### config.mk
export PLATFORM = sky130hd
export DESIGN_NAME = rx_cfg_rearm
export DESIGN_NICKNAME = d
export VERILOG_FILES = /design/src/hdl/rx_cfg_pkg.sv /design/src/hdl/rx_cfg_rearm.sv
export SDC_FILE = /design/constraint.sdc
export NUM_CORES = 1
export LEC_CHECK = 0
export ABC_AREA = 1
export BUFFER_PORTS_ARGS = -buffer_cell sky130_fd_sc_hd__buf_2
export CORE_MARGIN = 4
export CORE_UTILIZATION = 45
export CTS_CLUSTER_DIAMETER = 150
export DETAILED_ROUTE_END_ITERATION = 10
export SLEW_MARGIN = 20
export SYNTH_ARGS = -nofsm -noshare
export SYNTH_HDL_FRONTEND = slang
export SYNTH_SLANG_ARGS = --single-unit
export TNS_END_PERCENT = 10
### constraint.sdc
create_clock -name core_clk -period 5.03 [get_ports core_clk]
set_input_delay 0.7545 -clock core_clk [delete_from_list [all_inputs] [get_ports core_clk]]
set_output_delay 0.7545 -clock core_clk [all_outputs]
set_load 0.005 [all_outputs]
### src/hdl/rx_cfg_pkg.sv
// Constants and types for the receive configuration and re-arm block
// Summary of operation
// RULE_01: Low-rate bit set: search long delimiter, decode header and data at 110 kbps.
// RULE_02: Low-rate bit clear: short delimiter, payload rate taken from received header.
// RULE_03: Software writes zero to reserved configuration bits 27 to 23.
// RULE_04: Timeout enabled: each receive enable starts countdown; expiry switches receiver off.
// RULE_05: Countdown expiry sets the receive timeout event flag.
// RULE_06: Re-arm bit clear: any receive event, good or bad, returns to idle.
// RULE_07: Without re-arm, host sets receive enable command again for more reception.
// RULE_08: Double-buffered with re-arm: re-arm after any frame or failure, not timeout.
// RULE_09: Single-buffered with re-arm: re-arm only after failure, never after timeout.
// RULE_10: Double-buffered with auto acknowledge: re-arm only after the acknowledge is sent.
// RULE_11: Configuration bit 30 enables automatic acknowledge, reset value zero.
// RULE_12: Pending configuration bit is copied into generated acknowledge frame-pending bit.
package rx_cfg_pkg;
  localparam logic [7:0] sys_cfg_addr = 8'h04;
  localparam logic [7:0] sys_ctrl_addr = 8'h0d;
  localparam logic [7:0] wait_period_addr = 8'h0c;
  localparam logic [7:0] event_status_addr = 8'h0f;
  localparam logic [7:0] event_mask_addr = 8'h0e;
  localparam logic [7:0] rx_state_addr = 8'h10;
  localparam int rx_low_rate_mode_bit = 22;
  localparam int rx_wait_timeout_en_bit = 28;
  localparam int rx_auto_rearm_bit = 29;
  localparam int auto_ack_en_bit = 30;
  localparam int auto_ack_pending_bit = 31;
  localparam int dbl_buf_bit = 12;
  localparam int rx_enable_cmd_bit = 8;
  localparam int rx_disable_cmd_bit = 6;
  localparam logic [31:0] sys_cfg_reset = 32'h0000_0000;
  localparam logic [31:0] sys_cfg_writable = 32'hf07f_ffff;
  localparam logic [15:0] wait_period_reset = 16'h0000;
  localparam int ev_good_frame = 0;
  localparam int ev_rx_failure = 1;
  localparam int ev_timeout = 2;
  localparam int ev_ack_done = 3;
  localparam int ev_width = 4;
  typedef enum logic [1:0] {delim_short, delim_long} delim_t;
  typedef enum {rx_idle, rx_listen, rx_ack_wait} rx_state_t;
endpackage

### src/hdl/rx_cfg_rearm.sv
// Receive configuration register, wait timeout and receiver re-arm control
//
// Added by the designer: the address-and-strobe port.
`timescale 1ns/10ps
module rx_cfg_rearm
  import rx_cfg_pkg::*;
(
  input wire logic core_clk,
  input wire logic rst_b,
  input wire logic [7:0] reg_addr,
  input wire logic [31:0] reg_wdata,
  input wire logic reg_wr,
  input wire logic reg_rd,
  output logic [31:0] reg_rdata,
  input wire logic frame_good,
  input wire logic frame_fail,
  input wire logic ack_tx_done,
  output logic rx_on,
  output logic long_delim,
  output logic low_rate_decode,
  output logic ack_gen_en,
  output logic ack_frame_pending,
  output logic irq
);
  logic [31:0] sys_cfg;
  logic [15:0] wait_period;
  logic [15:0] wait_count;
  logic [ev_width-1:0] ev_status;
  logic [ev_width-1:0] ev_mask;
  logic dbl_buf;
  rx_state_t state;

  // Address match shared by every register write decode
  function automatic logic addr_hit(input logic [7:0] addr, input logic [7:0] target);
    addr_hit = (addr == target);
  endfunction

  // Register decode
  wire cfg_wr = reg_wr && addr_hit(reg_addr, sys_cfg_addr);
  wire ctrl_wr = reg_wr && addr_hit(reg_addr, sys_ctrl_addr);
  wire period_wr = reg_wr && addr_hit(reg_addr, wait_period_addr);
  wire stat_wr = reg_wr && addr_hit(reg_addr, event_status_addr);
  wire mask_wr = reg_wr && addr_hit(reg_addr, event_mask_addr);
  wire rx_enable_cmd = ctrl_wr && reg_wdata[rx_enable_cmd_bit];
  wire rx_disable_cmd = ctrl_wr && reg_wdata[rx_disable_cmd_bit];
  wire cfg_low_rate = sys_cfg[rx_low_rate_mode_bit];
  wire cfg_wto_en = sys_cfg[rx_wait_timeout_en_bit];
  wire cfg_rearm = sys_cfg[rx_auto_rearm_bit];
  wire cfg_ack = sys_cfg[auto_ack_en_bit];
  wire listening = (state == rx_listen);

  // Frame and timeout events only count while the receiver is listening; the ack event only in the ack wait state
  wire got_good = listening && frame_good;
  wire got_fail = listening && frame_fail && !frame_good;
  wire got_timeout = listening && cfg_wto_en && (wait_count == 16'h0001) && !frame_good
    && !frame_fail; // RULE_04
  wire got_ack = (state == rx_ack_wait) && ack_tx_done;

  // Re-arm decisions; timeouts never re-arm
  wire rearm_good = cfg_rearm && dbl_buf && !cfg_ack; // RULE_08
  wire wait_ack = dbl_buf && cfg_ack; // RULE_10
  wire rearm_fail = cfg_rearm; // RULE_08 RULE_09
  wire rearm_ack = cfg_rearm; // RULE_10

  // Receiver state
  rx_state_t next_state;
  always_comb
  begin
    next_state = state;
    unique case (state)
      rx_idle:
        // Only a host command leaves idle
        if (rx_enable_cmd)
        begin
          next_state = rx_listen; // RULE_07
        end
      rx_listen:
        if (rx_disable_cmd)
        begin
          next_state = rx_idle;
        end
        else if (got_timeout)
        begin
          // Timeout switches off even with re-arm set
          next_state = rx_idle; // RULE_04 RULE_08 RULE_09
        end
        else if (got_good)
        begin
          // A good frame waits for the acknowledge when double-buffered with auto acknowledge, else drops to idle unless re-arm applies
          if (wait_ack)
          begin
            next_state = rx_ack_wait;
          end
          else
          begin
            next_state = rearm_good ? rx_listen : rx_idle; // RULE_06 RULE_08 RULE_09
          end
        end
        else if (got_fail)
        begin
          // Failures re-arm in both buffer modes
          next_state = rearm_fail ? rx_listen : rx_idle; // RULE_06 RULE_09
        end
      rx_ack_wait:
        // Receiver stays off while the acknowledge goes out
        if (rx_disable_cmd)
        begin
          next_state = rx_idle;
        end
        else if (got_ack)
        begin
          next_state = rearm_ack ? rx_listen : rx_idle; // RULE_10
        end
    endcase
  end

  // Countdown restarts on each entry to listening, including a re-arm
  // A period of zero never reaches one, so it never times out
  wire restart = (next_state == rx_listen) && (!listening || got_good || got_fail);
  logic [15:0] next_wait_count;
  assign next_wait_count = restart ? wait_period
    : ((listening && wait_count != 16'h0000) ? wait_count - 16'h0001 : wait_count);

  // Sticky events: set wins over write-one-to-clear
  logic [ev_width-1:0] ev_set;
  assign ev_set = {got_ack, got_timeout, got_fail, got_good}; // RULE_05
  wire [ev_width-1:0] next_ev_status;
  // Same cell for every event bit, so the bits cannot drift apart
  genvar ev_i;
  generate
    for (ev_i = 0; ev_i < ev_width; ev_i = ev_i + 1)
    begin : g_sticky
      wire clear_bit = stat_wr && reg_wdata[ev_i];
      assign next_ev_status[ev_i] = ev_set[ev_i] || (ev_status[ev_i] && !clear_bit);
    end
  endgenerate

  // Read views of the narrow registers, zero-extended to the bus width
  wire [31:0] rd_period = {16'h0000, wait_period};
  wire [31:0] rd_status = {28'h0000000, ev_status};
  wire [31:0] rd_mask = {28'h0000000, ev_mask};
  wire [31:0] rd_ctrl = {19'h00000, dbl_buf, 12'h000};
  wire [31:0] rd_state = {14'h0000, wait_count, state == rx_ack_wait, listening};

  // Read mux
  logic [31:0] rd_mux;
  always_comb
  begin
    rd_mux = 32'h0000_0000;
    unique case (reg_addr)
      sys_cfg_addr: rd_mux = sys_cfg;
      wait_period_addr: rd_mux = rd_period;
      event_status_addr: rd_mux = rd_status;
      event_mask_addr: rd_mux = rd_mask;
      sys_ctrl_addr: rd_mux = rd_ctrl;
      rx_state_addr: rd_mux = rd_state;
      default: rd_mux = 32'h0000_0000;
    endcase
  end

  // Next values of the registered outputs; irq follows the updated status
  wire [31:0] next_reg_rdata = reg_rd ? rd_mux : 32'h0000_0000;
  wire next_rx_on = (next_state == rx_listen);
  wire next_irq = |(next_ev_status & ev_mask);

  // Configuration word; reserved bits 27..23 kept at zero whatever is written
  always_ff @(posedge core_clk or negedge rst_b)
  begin
    if (!rst_b)
    begin
      sys_cfg <= sys_cfg_reset; // RULE_11 RULE_12
    end
    else if (cfg_wr)
    begin
      sys_cfg <= reg_wdata & sys_cfg_writable; // RULE_03
    end
  end

  // Frame wait period, in core clock cycles
  always_ff @(posedge core_clk or negedge rst_b)
  begin
    if (!rst_b)
    begin
      wait_period <= wait_period_reset;
    end
    else if (period_wr)
    begin
      wait_period <= reg_wdata[15:0];
    end
  end

  // Interrupt mask, same layout as the status
  always_ff @(posedge core_clk or negedge rst_b)
  begin
    if (!rst_b)
    begin
      ev_mask <= '0;
    end
    else if (mask_wr)
    begin
      ev_mask <= reg_wdata[ev_width-1:0];
    end
  end

  // Buffer mode, stored on every control write
  always_ff @(posedge core_clk or negedge rst_b)
  begin
    if (!rst_b)
    begin
      dbl_buf <= 1'b0;
    end
    else if (ctrl_wr)
    begin
      dbl_buf <= reg_wdata[dbl_buf_bit];
    end
  end

  // Receiver state
  always_ff @(posedge core_clk or negedge rst_b)
  begin
    if (!rst_b)
    begin
      state <= rx_idle;
    end
    else
    begin
      state <= next_state; // RULE_07
    end
  end

  // Frame wait countdown
  always_ff @(posedge core_clk or negedge rst_b)
  begin
    if (!rst_b)
    begin
      wait_count <= 16'h0000;
    end
    else
    begin
      wait_count <= next_wait_count; // RULE_04
    end
  end

  // Sticky event status
  always_ff @(posedge core_clk or negedge rst_b)
  begin
    if (!rst_b)
    begin
      ev_status <= '0;
    end
    else
    begin
      ev_status <= next_ev_status; // RULE_05
    end
  end

  // Read data, zero outside the answer cycle
  always_ff @(posedge core_clk or negedge rst_b)
  begin
    if (!rst_b)
    begin
      reg_rdata <= 32'h0000_0000;
    end
    else
    begin
      reg_rdata <= next_reg_rdata;
    end
  end

  // Receiver enable, from the next state so it moves with the state
  always_ff @(posedge core_clk or negedge rst_b)
  begin
    if (!rst_b)
    begin
      rx_on <= 1'b0;
    end
    else
    begin
      rx_on <= next_rx_on; // RULE_06
    end
  end

  // Delimiter search select
  always_ff @(posedge core_clk or negedge rst_b)
  begin
    if (!rst_b)
    begin
      long_delim <= 1'b0;
    end
    else
    begin
      long_delim <= cfg_low_rate; // RULE_01 RULE_02
    end
  end

  // Low-rate decode select
  always_ff @(posedge core_clk or negedge rst_b)
  begin
    if (!rst_b)
    begin
      low_rate_decode <= 1'b0;
    end
    else
    begin
      low_rate_decode <= cfg_low_rate; // RULE_01 RULE_02
    end
  end

  // Automatic acknowledge enable
  always_ff @(posedge core_clk or negedge rst_b)
  begin
    if (!rst_b)
    begin
      ack_gen_en <= 1'b0;
    end
    else
    begin
      ack_gen_en <= cfg_ack; // RULE_11
    end
  end

  // Frame-pending value for generated acknowledges
  always_ff @(posedge core_clk or negedge rst_b)
  begin
    if (!rst_b)
    begin
      ack_frame_pending <= 1'b0;
    end
    else
    begin
      ack_frame_pending <= sys_cfg[auto_ack_pending_bit]; // RULE_12
    end
  end

  // Level interrupt
  always_ff @(posedge core_clk or negedge rst_b)
  begin
    if (!rst_b)
    begin
      irq <= 1'b0;
    end
    else
    begin
      irq <= next_irq;
    end
  end
endmodule // rx_cfg_rearm

# [Word level (Yosys, flattened, before mapping)]
# Index checks and enable logic that the tools add are counted.
[word_totals] register_bits=137
[classes] addsub=1 n_eq_ne=12 n_mux=15 bitwise=1 n_reduce_logical=46
[op_table] operator="$mux W32" count=8
[op_table] operator="$pmux W32 S6" count=1
[op_table] operator="$eq A32 B2 Y1 const B" count=3
[op_table] operator="$pmux W32 S3" count=1
[op_table] operator="$eq A32 B1 Y1 const B" count=1
[op_table] operator="$eq A32 B3 Y1 const B" count=1
[op_table] operator="$eq A8 B4 Y1 const B" count=4
[op_table] operator="$logic_not A32 Y1" count=1
[op_table] operator="$mux W16" count=2
[op_table] operator="$logic_and A1 B1 Y1" count=28
[op_table] operator="$eq A16 B1 Y1 const B" count=1
[op_table] operator="$reduce_bool A16 Y1" count=1
[op_table] operator="$sub A16 B1 Y16 const B" count=1
[op_table] operator="$eq A8 B3 Y1 const B" count=1
[op_table] operator="$eq A8 B5 Y1 const B" count=1
[op_table] operator="$logic_not A1 Y1" count=8
[op_table] operator="$logic_or A1 B1 Y1" count=6
[op_table] operator="$and A4 B4 Y4" count=1
[op_table] operator="$reduce_or A4 Y1" count=1
[op_table] operator="$mux W1" count=2
[op_table] operator="$mux W2" count=1
[op_table] operator="$reduce_bool A2 Y1" count=1

# [Longest topological paths before layout]
# Gate-level depths: netlist of run 1.
[logic_depth] depth_word=11 mapped_depth=19

# [Least setup slack after synthesis of run 1]
# Ideal clock, no wire load.
[synth_path] kind="input to register" startpoint="in reg_addr[7]" endpoint="reg wait_count[10]" setup_ns=0.117 arrival_time_ns=2.303 t_required_ns=4.913 slack_ns=2.610 path_stages=16 n_path_buf=2 cell_sequence="nor2_2 nand3_2 inv_2 nand2_2 nor2_4 nand2_4 buf_6 nand2_1 nand2_1 nor3_2 nand2_2 nor2_4 buf_6 nand4_1 nand2_1 nand2_1"
[synth_between] elab_chain_cells=8
[synth_rtl] element="from (decl)" line="rx_cfg_rearm.sv:10" text="input wire logic [7:0] reg_addr,"
[synth_rtl] element="$eq A8 B4 Y1 *" line="rx_cfg_rearm.sv:35" text="addr_hit = (addr == target);"
[synth_rtl] element="$logic_and A1 B1 Y1 *" line="rx_cfg_rearm.sv:40" text="wire ctrl_wr = reg_wr && addr_hit(reg_addr, sys_ctrl_addr);"
[synth_rtl] element="$logic_and A1 B1 Y1 (on tied branches)" line="rx_cfg_rearm.sv:45, rx_cfg_rearm.sv:44"
[synth_rtl] element="$mux W32 (on tied branches)" line="rx_cfg_rearm.sv:106, rx_cfg_rearm.sv:73, rx_cfg_rearm.sv:78"
[synth_rtl] element="$pmux W32 S3 *" line="rx_cfg_rearm.sv:70" text="unique case (state)"
[synth_rtl] element="$eq A32 B2 Y1 *" line="rx_cfg_rearm.sv:119" text="wire restart = (next_state == rx_listen) && (!listening || got_good || got_fail);"
[synth_rtl] element="$logic_and A1 B1 Y1 *" line="rx_cfg_rearm.sv:119"
[synth_rtl] element="$mux W16 / $reduce_bool A2 Y1 (equally long branches)"
[synth_rtl] element="to (signal assigned)" line="rx_cfg_rearm.sv:240" text="wait_count <= next_wait_count;"
[synth_rtl] element="to (decl)" line="rx_cfg_rearm.sv:27" text="logic [15:0] wait_count;"
# Mark *: on every way between the ends. The rest lies on a longest branch, timed or not.
# A chain may end at the register's enable or synchronous reset.

# [Worst setup path in the final report of run 1]
[layout_path] startpoint="in reg_addr[7]" endpoint="reg wait_count[14]"
[layout_between] elab_chain_cells=8
[layout_rtl] element="$eq A8 B4 Y1 *" line="rx_cfg_rearm.sv:35"
[layout_rtl] element="$logic_and A1 B1 Y1 *" line="rx_cfg_rearm.sv:40"
[layout_rtl] element="$logic_and A1 B1 Y1 (on tied branches)" line="rx_cfg_rearm.sv:45, rx_cfg_rearm.sv:44"
[layout_rtl] element="$mux W32 (on tied branches)" line="rx_cfg_rearm.sv:106, rx_cfg_rearm.sv:73, rx_cfg_rearm.sv:78"
[layout_rtl] element="$pmux W32 S3 *" line="rx_cfg_rearm.sv:70"
[layout_rtl] element="net next_state[1]" line="rx_cfg_rearm.sv:66" text="rx_state_t next_state;"
[layout_rtl] element="$eq A32 B2 Y1 *" line="rx_cfg_rearm.sv:119"
[layout_rtl] element="$logic_and A1 B1 Y1 *" line="rx_cfg_rearm.sv:119"
[layout_rtl] element="$mux W16 / $reduce_bool A2 Y1 (equally long branches)"
# The timed path passes the listed nets; every way through them passes the cells marked *.

==> metrics.md, run 1 <==
| Metric | Value |
|---|---|
| Status | finished, final reports clean |
| Power consumption | 0.00304 W |
| Rows | between 40 and 50 |
| ANT cells | 0 |
| Port bufs | 74 |
| Comb power frac | 16.1% |
| Die H | 125 um |
| GRT overflow | 0 |
| H-tree Lvls | 4 |
| Slowest CP cell | nor2_4 |
| Mapped Cells | 746 |
| Antenna-violating nets left | 0 |
| Number of vias per cell | roughly 5 |
| CP Launch Type | input pin |
| Number of setup buffers added after CTS | 0 |
| Synth top area cells | dfrtp_1 53%, nand2_1 13%, inv_1 7.3%, o21ai_0 4.4%, nor2_1 3.2% |
| Yosys warning total | 0 |
| Yosys reg bits | 132 |
| Gr usage total | 19.4% |
| Met3 wire length | 809 um |
| CP top delay family | simple AND/OR/NAND/NOR gates |
| Lkg Pwr | 4.10 nW |
| Critical path depth | 13 |
| Top sig layer | met4 |
| Tmin final | 3.03 ns |
| VDD IR max | 0.000251 V |
| CP Cell Sequence | buf_2, nor2_2, nand3_2, inv_2, nand2_2, nor2_4, nand2_4, nand3_1, nand3_1, nor2_4, nand4_4, nand3_1, nand2_1 |
| Core area | 13400 um^2 |
| Area Overhead vs Synth | 17.6% |
| Crit. Startpoint | reg_addr[7] |
| Max-cap violations | 0 |
| Peak Freq | 330 MHz |
| Met2 Wirelength | 6730 um |
| Worst-skew pair later-pin latency | roughly 0.42 ns |
| Largest net degree at the start of global routing | 97 |
| Worst-Margin Slew | 0.921 ns |
| Die span in x | 125 um |
| Initial Util | 46.3% |
| Final Max Slew Viols | 0 |
| Placed cell area | 6680 um^2 |
| Sw Pwr | 0.000909 W |
| Async set-reset flop share out of synthesis | 100% |
| Most used cell, CP | nand3_1 |
| Die Area | 15700 um^2 |
| Pre-Repair DR Iteration Count | 6 |
| Detailed-route DRC error count | 0 |
| Sequential Power Share | 41.7% |
| Post-synthesis sequential area ratio | 53.2% |
| Initial antenna violation count | 0 |
| Routed vias | 5134 |
| CTS Hold Bufs | 0 |
| R2r endpoint | wait_count[14] |
| Share of cells above drive strength 1 | ~17% |
| Synthesized cell area | a little over 6000 um^2 |
| Wire per inst | between 10 and 15 um |
| First-pass GRT wire length | ~25000 um |
| Synth cell types | 38 |
| Dominant synthesized flop cell | dfrtp_1 |
| CP bufs+invs | 2 |
| Final setup TNS | 0 ns |
| Register-to-Register Setup Slack | 2.14 ns |
| Final layout net count | 866 |
| Crit path DAT | 3.33 ns |
| Avg Cell Area, Syn | ~8.3 um^2 |
| Clock network power share | a little over two fifths |
| Synth top area share | 53.2% |
| Setup crit end kind | flip-flop |
| Initial DRC count | 356 |
| Post-route clock skew | 0.00673 ns |
| Routability cong. | 0.861 |
| Switch share | 29.9% |
| PwrDens | 416 nW/um^2 |
| Crit Path Max Fanout | 33 |
| Largest area contributor in the netlist | dfrtp_1 |
| Max clock buf depth | 2 |
| CTS Buf Count | 17 |
| Post-route cell area | 7300 um^2 |
| Endpoints failing setup | 0 |
| Final worst path period share | 60.3% |
| Clock slew at reported path FFs | 0.06 ns |
| Metal-1 WL | a little under 7000 um |
| Worst setup endpoint | wait_count[14] |
| Reg-to-Reg Start | state[5] |
| Root Driver | clkbuf_16 |
| CTS sink count | 132 |
| WS Path Type | in -> reg |
| WHS | 0.375 ns |
| Post-Route WL | between 10000 and 15000 um |
| Worst Reg2Reg Path Length in Cells | 12 |
| RSZ-0062 raised after global routing | false |
| Rel. slew slack | 38.0% |
| Resized cells post-CTS | 0 |
| Slowest stage delay, CP | 0.46 ns |
| Fin. Hold Viols | 0 |
| Hold Crit Class | reg -> reg |
| Vias in the first global route | 4998 |
| I/O pins | 85 |
| Number of synthesized flops with an enable pin | 0 |
| Data required, critical path | around 5.3 ns |
| HPWL after DPL | approximately 10000 um |
| Int Power | 0.00213 W |
| TritonCTS clock tree | yes |
[state kept, by name, summed over array words and instances (netlist names)]
signal,cells
state,32
reg_rdata,27
sys_cfg,27
wait_count,16
wait_period,16
ev_mask,4
ev_status,4
ack_frame_pending,1
ack_gen_en,1
dbl_buf,1
irq,1
low_rate_decode,1
rx_on,1
[per-layer routing]
| metal | global-route usage [%] | vias up |
|---|---|---|
| li1 | - | 2498 |
| met1 | 27.2 | 2452 |
| met2 | 28.9 | 155 |
| met3 | 4.26 | 29 |
| met4 | 8.48 | 0 |
| met5 | 0 | - |
[worst min path at each step]
| stage | cells past startpoint | from | slack [ns] | to |
|---|---|---|---|---|
| after global routing | 0 | sys_cfg[30] | 0.41 | ack_gen_en |
| after global placement | 0 | sys_cfg[30] | 0.36 | ack_gen_en |
| after detailed placement | 0 | sys_cfg[30] | 0.37 | ack_gen_en |
| after CTS | 0 | sys_cfg[30] | 0.38 | ack_gen_en |
| final | 0 | sys_cfg[30] | 0.37 | ack_gen_en |
| after floorplan | 0 | sys_cfg[30] | 0.35 | ack_gen_en |
[synth_stat cells (7+ instances only)]
cell	number
nand2_1	207
mux2_2	7
inv_1	120
dfrtp_1	132
nor4_1	7
nor3_1	11
a21oi_1	15
nor2_1	53
o221ai_1	11
nand3_1	30
o21ai_0	54
nand4_1	23
clkbuf_1	15
[cell usage in the layout, fill, tap and decap left out, types with 3 or more instances in the layout]
master and n:
a221oi_1 5, buf_4 3, nor4_1 6, nand3_1 30
nor2_1 53, dfrtp_1 132, xor2_1 5, nor3_1 11
nand4_1 23, bufinv_16 3, buf_2 73, ha_1 3
inv_1 120, o21ai_0 54, conb_1 5, nand2_1 206
mux2_2 7, inv_6 5, o221ai_1 11, clkinv_4 4
nor2_4 4, a21oi_1 15, nand2_2 6, inv_2 3
clkbuf_16 17
[power by group through the flow]
stage,clock network (W),registers [W],logic [W]
detailed placement,0,0.00128,0.000485
finish,0.00128,0.00126,0.000489
global route,0.00136,0.00128,0.000564
global placement,0,0.00127,0.000470
CTS,0.00130,0.00126,0.000487
floorplan,0,0.00125,0.000365
[logic make-up (layout without fill, tap and decap cells)]
family	after synthesis	count (layout)	synth area share [%]
fa+ha+maj	3	3	0.605
simple gates	351	351	25.2
compound gates	92	92	8.66
flops	132	132	53.2
buf+inv	155	234	10.3
other cells	1	5	0.0604
mux	7	7	1.27
xor+xnor	5	5	0.705
[area by class of cell]
type | instances | area [um^2]
multi-input cells | 463 | 2290
fillers | 1241 | 6100
repair buffers | 77 | 399
flip-flops and latches | 132 | 3300
inverters | 125 | 469
well taps | 176 | 220
clock inverters | 15 | 195
clock buffers | 17 | 425
[through the flow]
stage          cells  worst slack (ns)  util, %
2_1_floorplan    750              2.61        -
3_3_place_gp     973              1.71     49.9
3_5_place_dp     973              1.62     49.9
4_1_cts         1005              2.06     54.5
5_1_grt         1005              1.76     54.5
6_report        1005              2.00     54.5
Power figures use the tool's default switching activity.
==> run 2, diff against run 1 <==
Clock period 5.03 ns to 3.1 ns, I/O delays scaled along.
==> run 2 against run 1 <==
Clock power grew 52%. Final area grew 0.33%. Register-to-register slack lost 1.6 ns. Sequential share of layout area shrank 0.15 points. Total power grew 58%. Clock skew is essentially flat. Core utilization grew 0.18 points. Wire length shrank 0.53%. Non-clock buffer count grew 9. Via count shrank 0.93%. Count of clock-buffer cells in the layout grew 6. Flip-flop and latch count is the same. Critical path type is now reg -> reg. Critical endpoint is now wait_count[1]. Highest routed layer unchanged.
==> metrics.md, run 2 (synthesis gave the netlist of run 1 again) <==
| Metric | Value |
|---|---|
| Largest net degree at the start of global routing | a little over 80 |
| CP Launch Type | flip-flop |
| Register area | between 3000 and 4000 um^2 |
| Largest Register | state |
| R2r endpoint | wait_count[1] |
| Worst Reg2Reg Path Length in Cells | 16 |
| Peak Freq | between 300 and 400 MHz |
| Final setup TNS | 0 ns |
| Detailed-route DRC error count | 0 |
| Initial DRC count | approximately 310 |
| Metal-1 WL | between 6000 and 7000 um |
| VDD IR max | 0.000414 V |
| Final Max Slew Viols | 0 |
| Core area | 13400 um^2 |
| Commonest non-fill, non-tap cell in the layout | nand2_1 |
| Die H | 125 um |
| Max-cap violations | 0 |
| Power consumption | 0.00481 W |
| Die span in x | 125 um |
| Register-to-Register Setup Slack | roughly 0.54 ns |
| Gr usage total | around a fifth |
| Antenna-violating nets left | 0 |
| Endpoints failing setup | 0 |
| ANT cells | 0 |
| Pre-Repair DR Iteration Count | 5 |
| Hold Crit Class | in -> async |
| Port bufs | 74 |
| CTS Hold Bufs | 0 |
| Initial antenna violation count | 0 |
| Tmin final | 2.56 ns |
| Fin. Hold Viols | 0 |
| Reg-to-Reg Start | state[5] |
| Max reg flops | 32 |
| Vias in the first global route | approximately 5000 |
| CTS Buf Count | 17 |
| Post-route clock skew | 0.00668 ns |
| Top sig layer | met4 |
| PwrDens | 656 nW/um^2 |
| Met2 Wirelength | 6660 um |
| Placed cell area | about 6700 um^2 |
| Number of vias per cell | between 5 and 6 |
| CTS sink count | 132 |
| Most frequent cells in the layout | 207 x nand2_1, 132 x dfrtp_1, 120 x inv_1 |
| Final layout net count | 875 |
| WHS | 0.0739 ns |
| Crit Path Max Fanout | 31 |
| Root Driver | clkbuf_16 |
| RSZ-0062 raised after global routing | false |
| Lkg Pwr | 4.12 nW |
| Resized cells post-CTS | 0 |
| Setup crit end kind | flip-flop |
| HPWL after DPL | approximately 10000 um |
| Area of the multi-input gates | between 2000 and 2500 um^2 |
| Number of setup buffers added after CTS | 0 |
| H-tree Lvls | 4 |
| Initial Util | approximately 46% |
| Rows | 42 |
| First-pass GRT wire length | 25100 um |
| Met3 wire length | 724 um |
| Biggest regs | state x32, reg_rdata x27, sys_cfg x27 |
| Rel. slew slack | about 51% |
| GRT overflow | 0 |
| FILL cells | 1271 |
| I/O pins | 85 |
| Crit path DAT | 2.86 ns |
| Wire per inst | 14.4 um |
| Max clock buf depth | 2 |
| Share of cells above drive strength 1 | 17.2% |
| Worst-skew pair later-pin latency | 0.42 ns |
| Die Area | roughly 16000 um^2 |
| Area Overhead vs Synth | 18.0% |
| Routed vias | 5086 |
| Final worst path period share | 82.6% |
| Routability cong. | 0.847 |
| Post-Route WL | 14600 um |
| Worst-Margin Slew | 0.741 ns |
| Data required, critical path | 3.40 ns |
| WS Path Type | reg -> reg |
| TritonCTS clock tree | yes |
| Post-route cell area | between 7000 and 8000 um^2 |
| Clock slew at reported path FFs | 0.06 ns |
| Status | finished, final reports clean |
-- run 2: cell count changes in the layout (fill, tap and decap cells not counted) --
cell / before / now
clkinv_4: 4 / 1
buf_4: 3 / 12
bufinv_16: 3 / 2
inv_8: 1 / 0
clkbuf_8: 0 / 3
nand2_2: 6 / 5
clkbuf_1: 0 / 3
inv_6: 5 / 0
clkinv_2: 0 / 2
clkinvlp_4: 2 / 3
nand2_1: 206 / 207
-- run 2: metrics by stage --
step / util, % / worst slack [ns] / std cells
floorplan: - / 0.970 / 750
global placement: 50.4 / 0.322 / 982
detailed placement: 50.4 / 0.253 / 982
CTS: 54.7 / 0.549 / 1013
global route: 54.7 / 0.187 / 1013
finish: 54.7 / 0.539 / 1013
-- run 2: power breakdown --
group	switching [W]	leakage [nW]	internal (W)	total (W)
clock	0.000714	0.275	0.00124	0.00195
sequential	0.000151	1.76	0.00190	0.00205
combinational	0.000527	2.08	0.000277	0.000804
total	0.00139	4.12	0.00342	0.00481
-- run 2: layer usage --
layer | GRT usage (%) | vias up
met5 | 0 | -
met4 | 7.78 | 0
met3 | 4.43 | 31
met2 | 29.9 | 137
met1 | 27.3 | 2396
li1 | - | 2522
-- run 2: worst max-delay path by stage --
stage | from | end | slack, ns | cells past startpoint
6_report | state[5] | wait_count[1] | 0.54 | 16
5_1_grt | state[5] | wait_count[12] | 0.19 | 16
3_5_place_dp | reg_addr[7] | wait_count[1] | 0.25 | 15
2_1_floorplan | reg_addr[7] | wait_count[10] | 0.97 | 16
4_1_cts | state[5] | wait_count[1] | 0.55 | 16
3_3_place_gp | reg_addr[7] | wait_count[7] | 0.32 | 15
-- run 2: area by class of cell --
cell class / count / share of cell area, %
timing repair buffer: 86 / 6.37
multi-input combinational: 463 / 31.2
clock buffer: 23 / 6.52
inverter: 125 / 6.40
tap: 176 / 3.01
sequential: 132 / 45.1
clock inverter: 8 / 1.38
-- run 2: worst max-delay path, cell delays in order, from the launching register on --
cell,delay (ns)
dfrtp_1,0.38
nor2_1,0.20
nand2_1,0.08
nor2_1,0.12
nand2_1,0.10
nor2_4,0.21
nand3_1,0.16
nand2_1,0.09
nand2_1,0.05
nand2_1,0.05
nand2_1,0.04
nand2_1,0.09
nand2_1,0.06
nand2_1,0.12
nand4_4,0.41
nand3_1,0.20
nand2_1,0.08
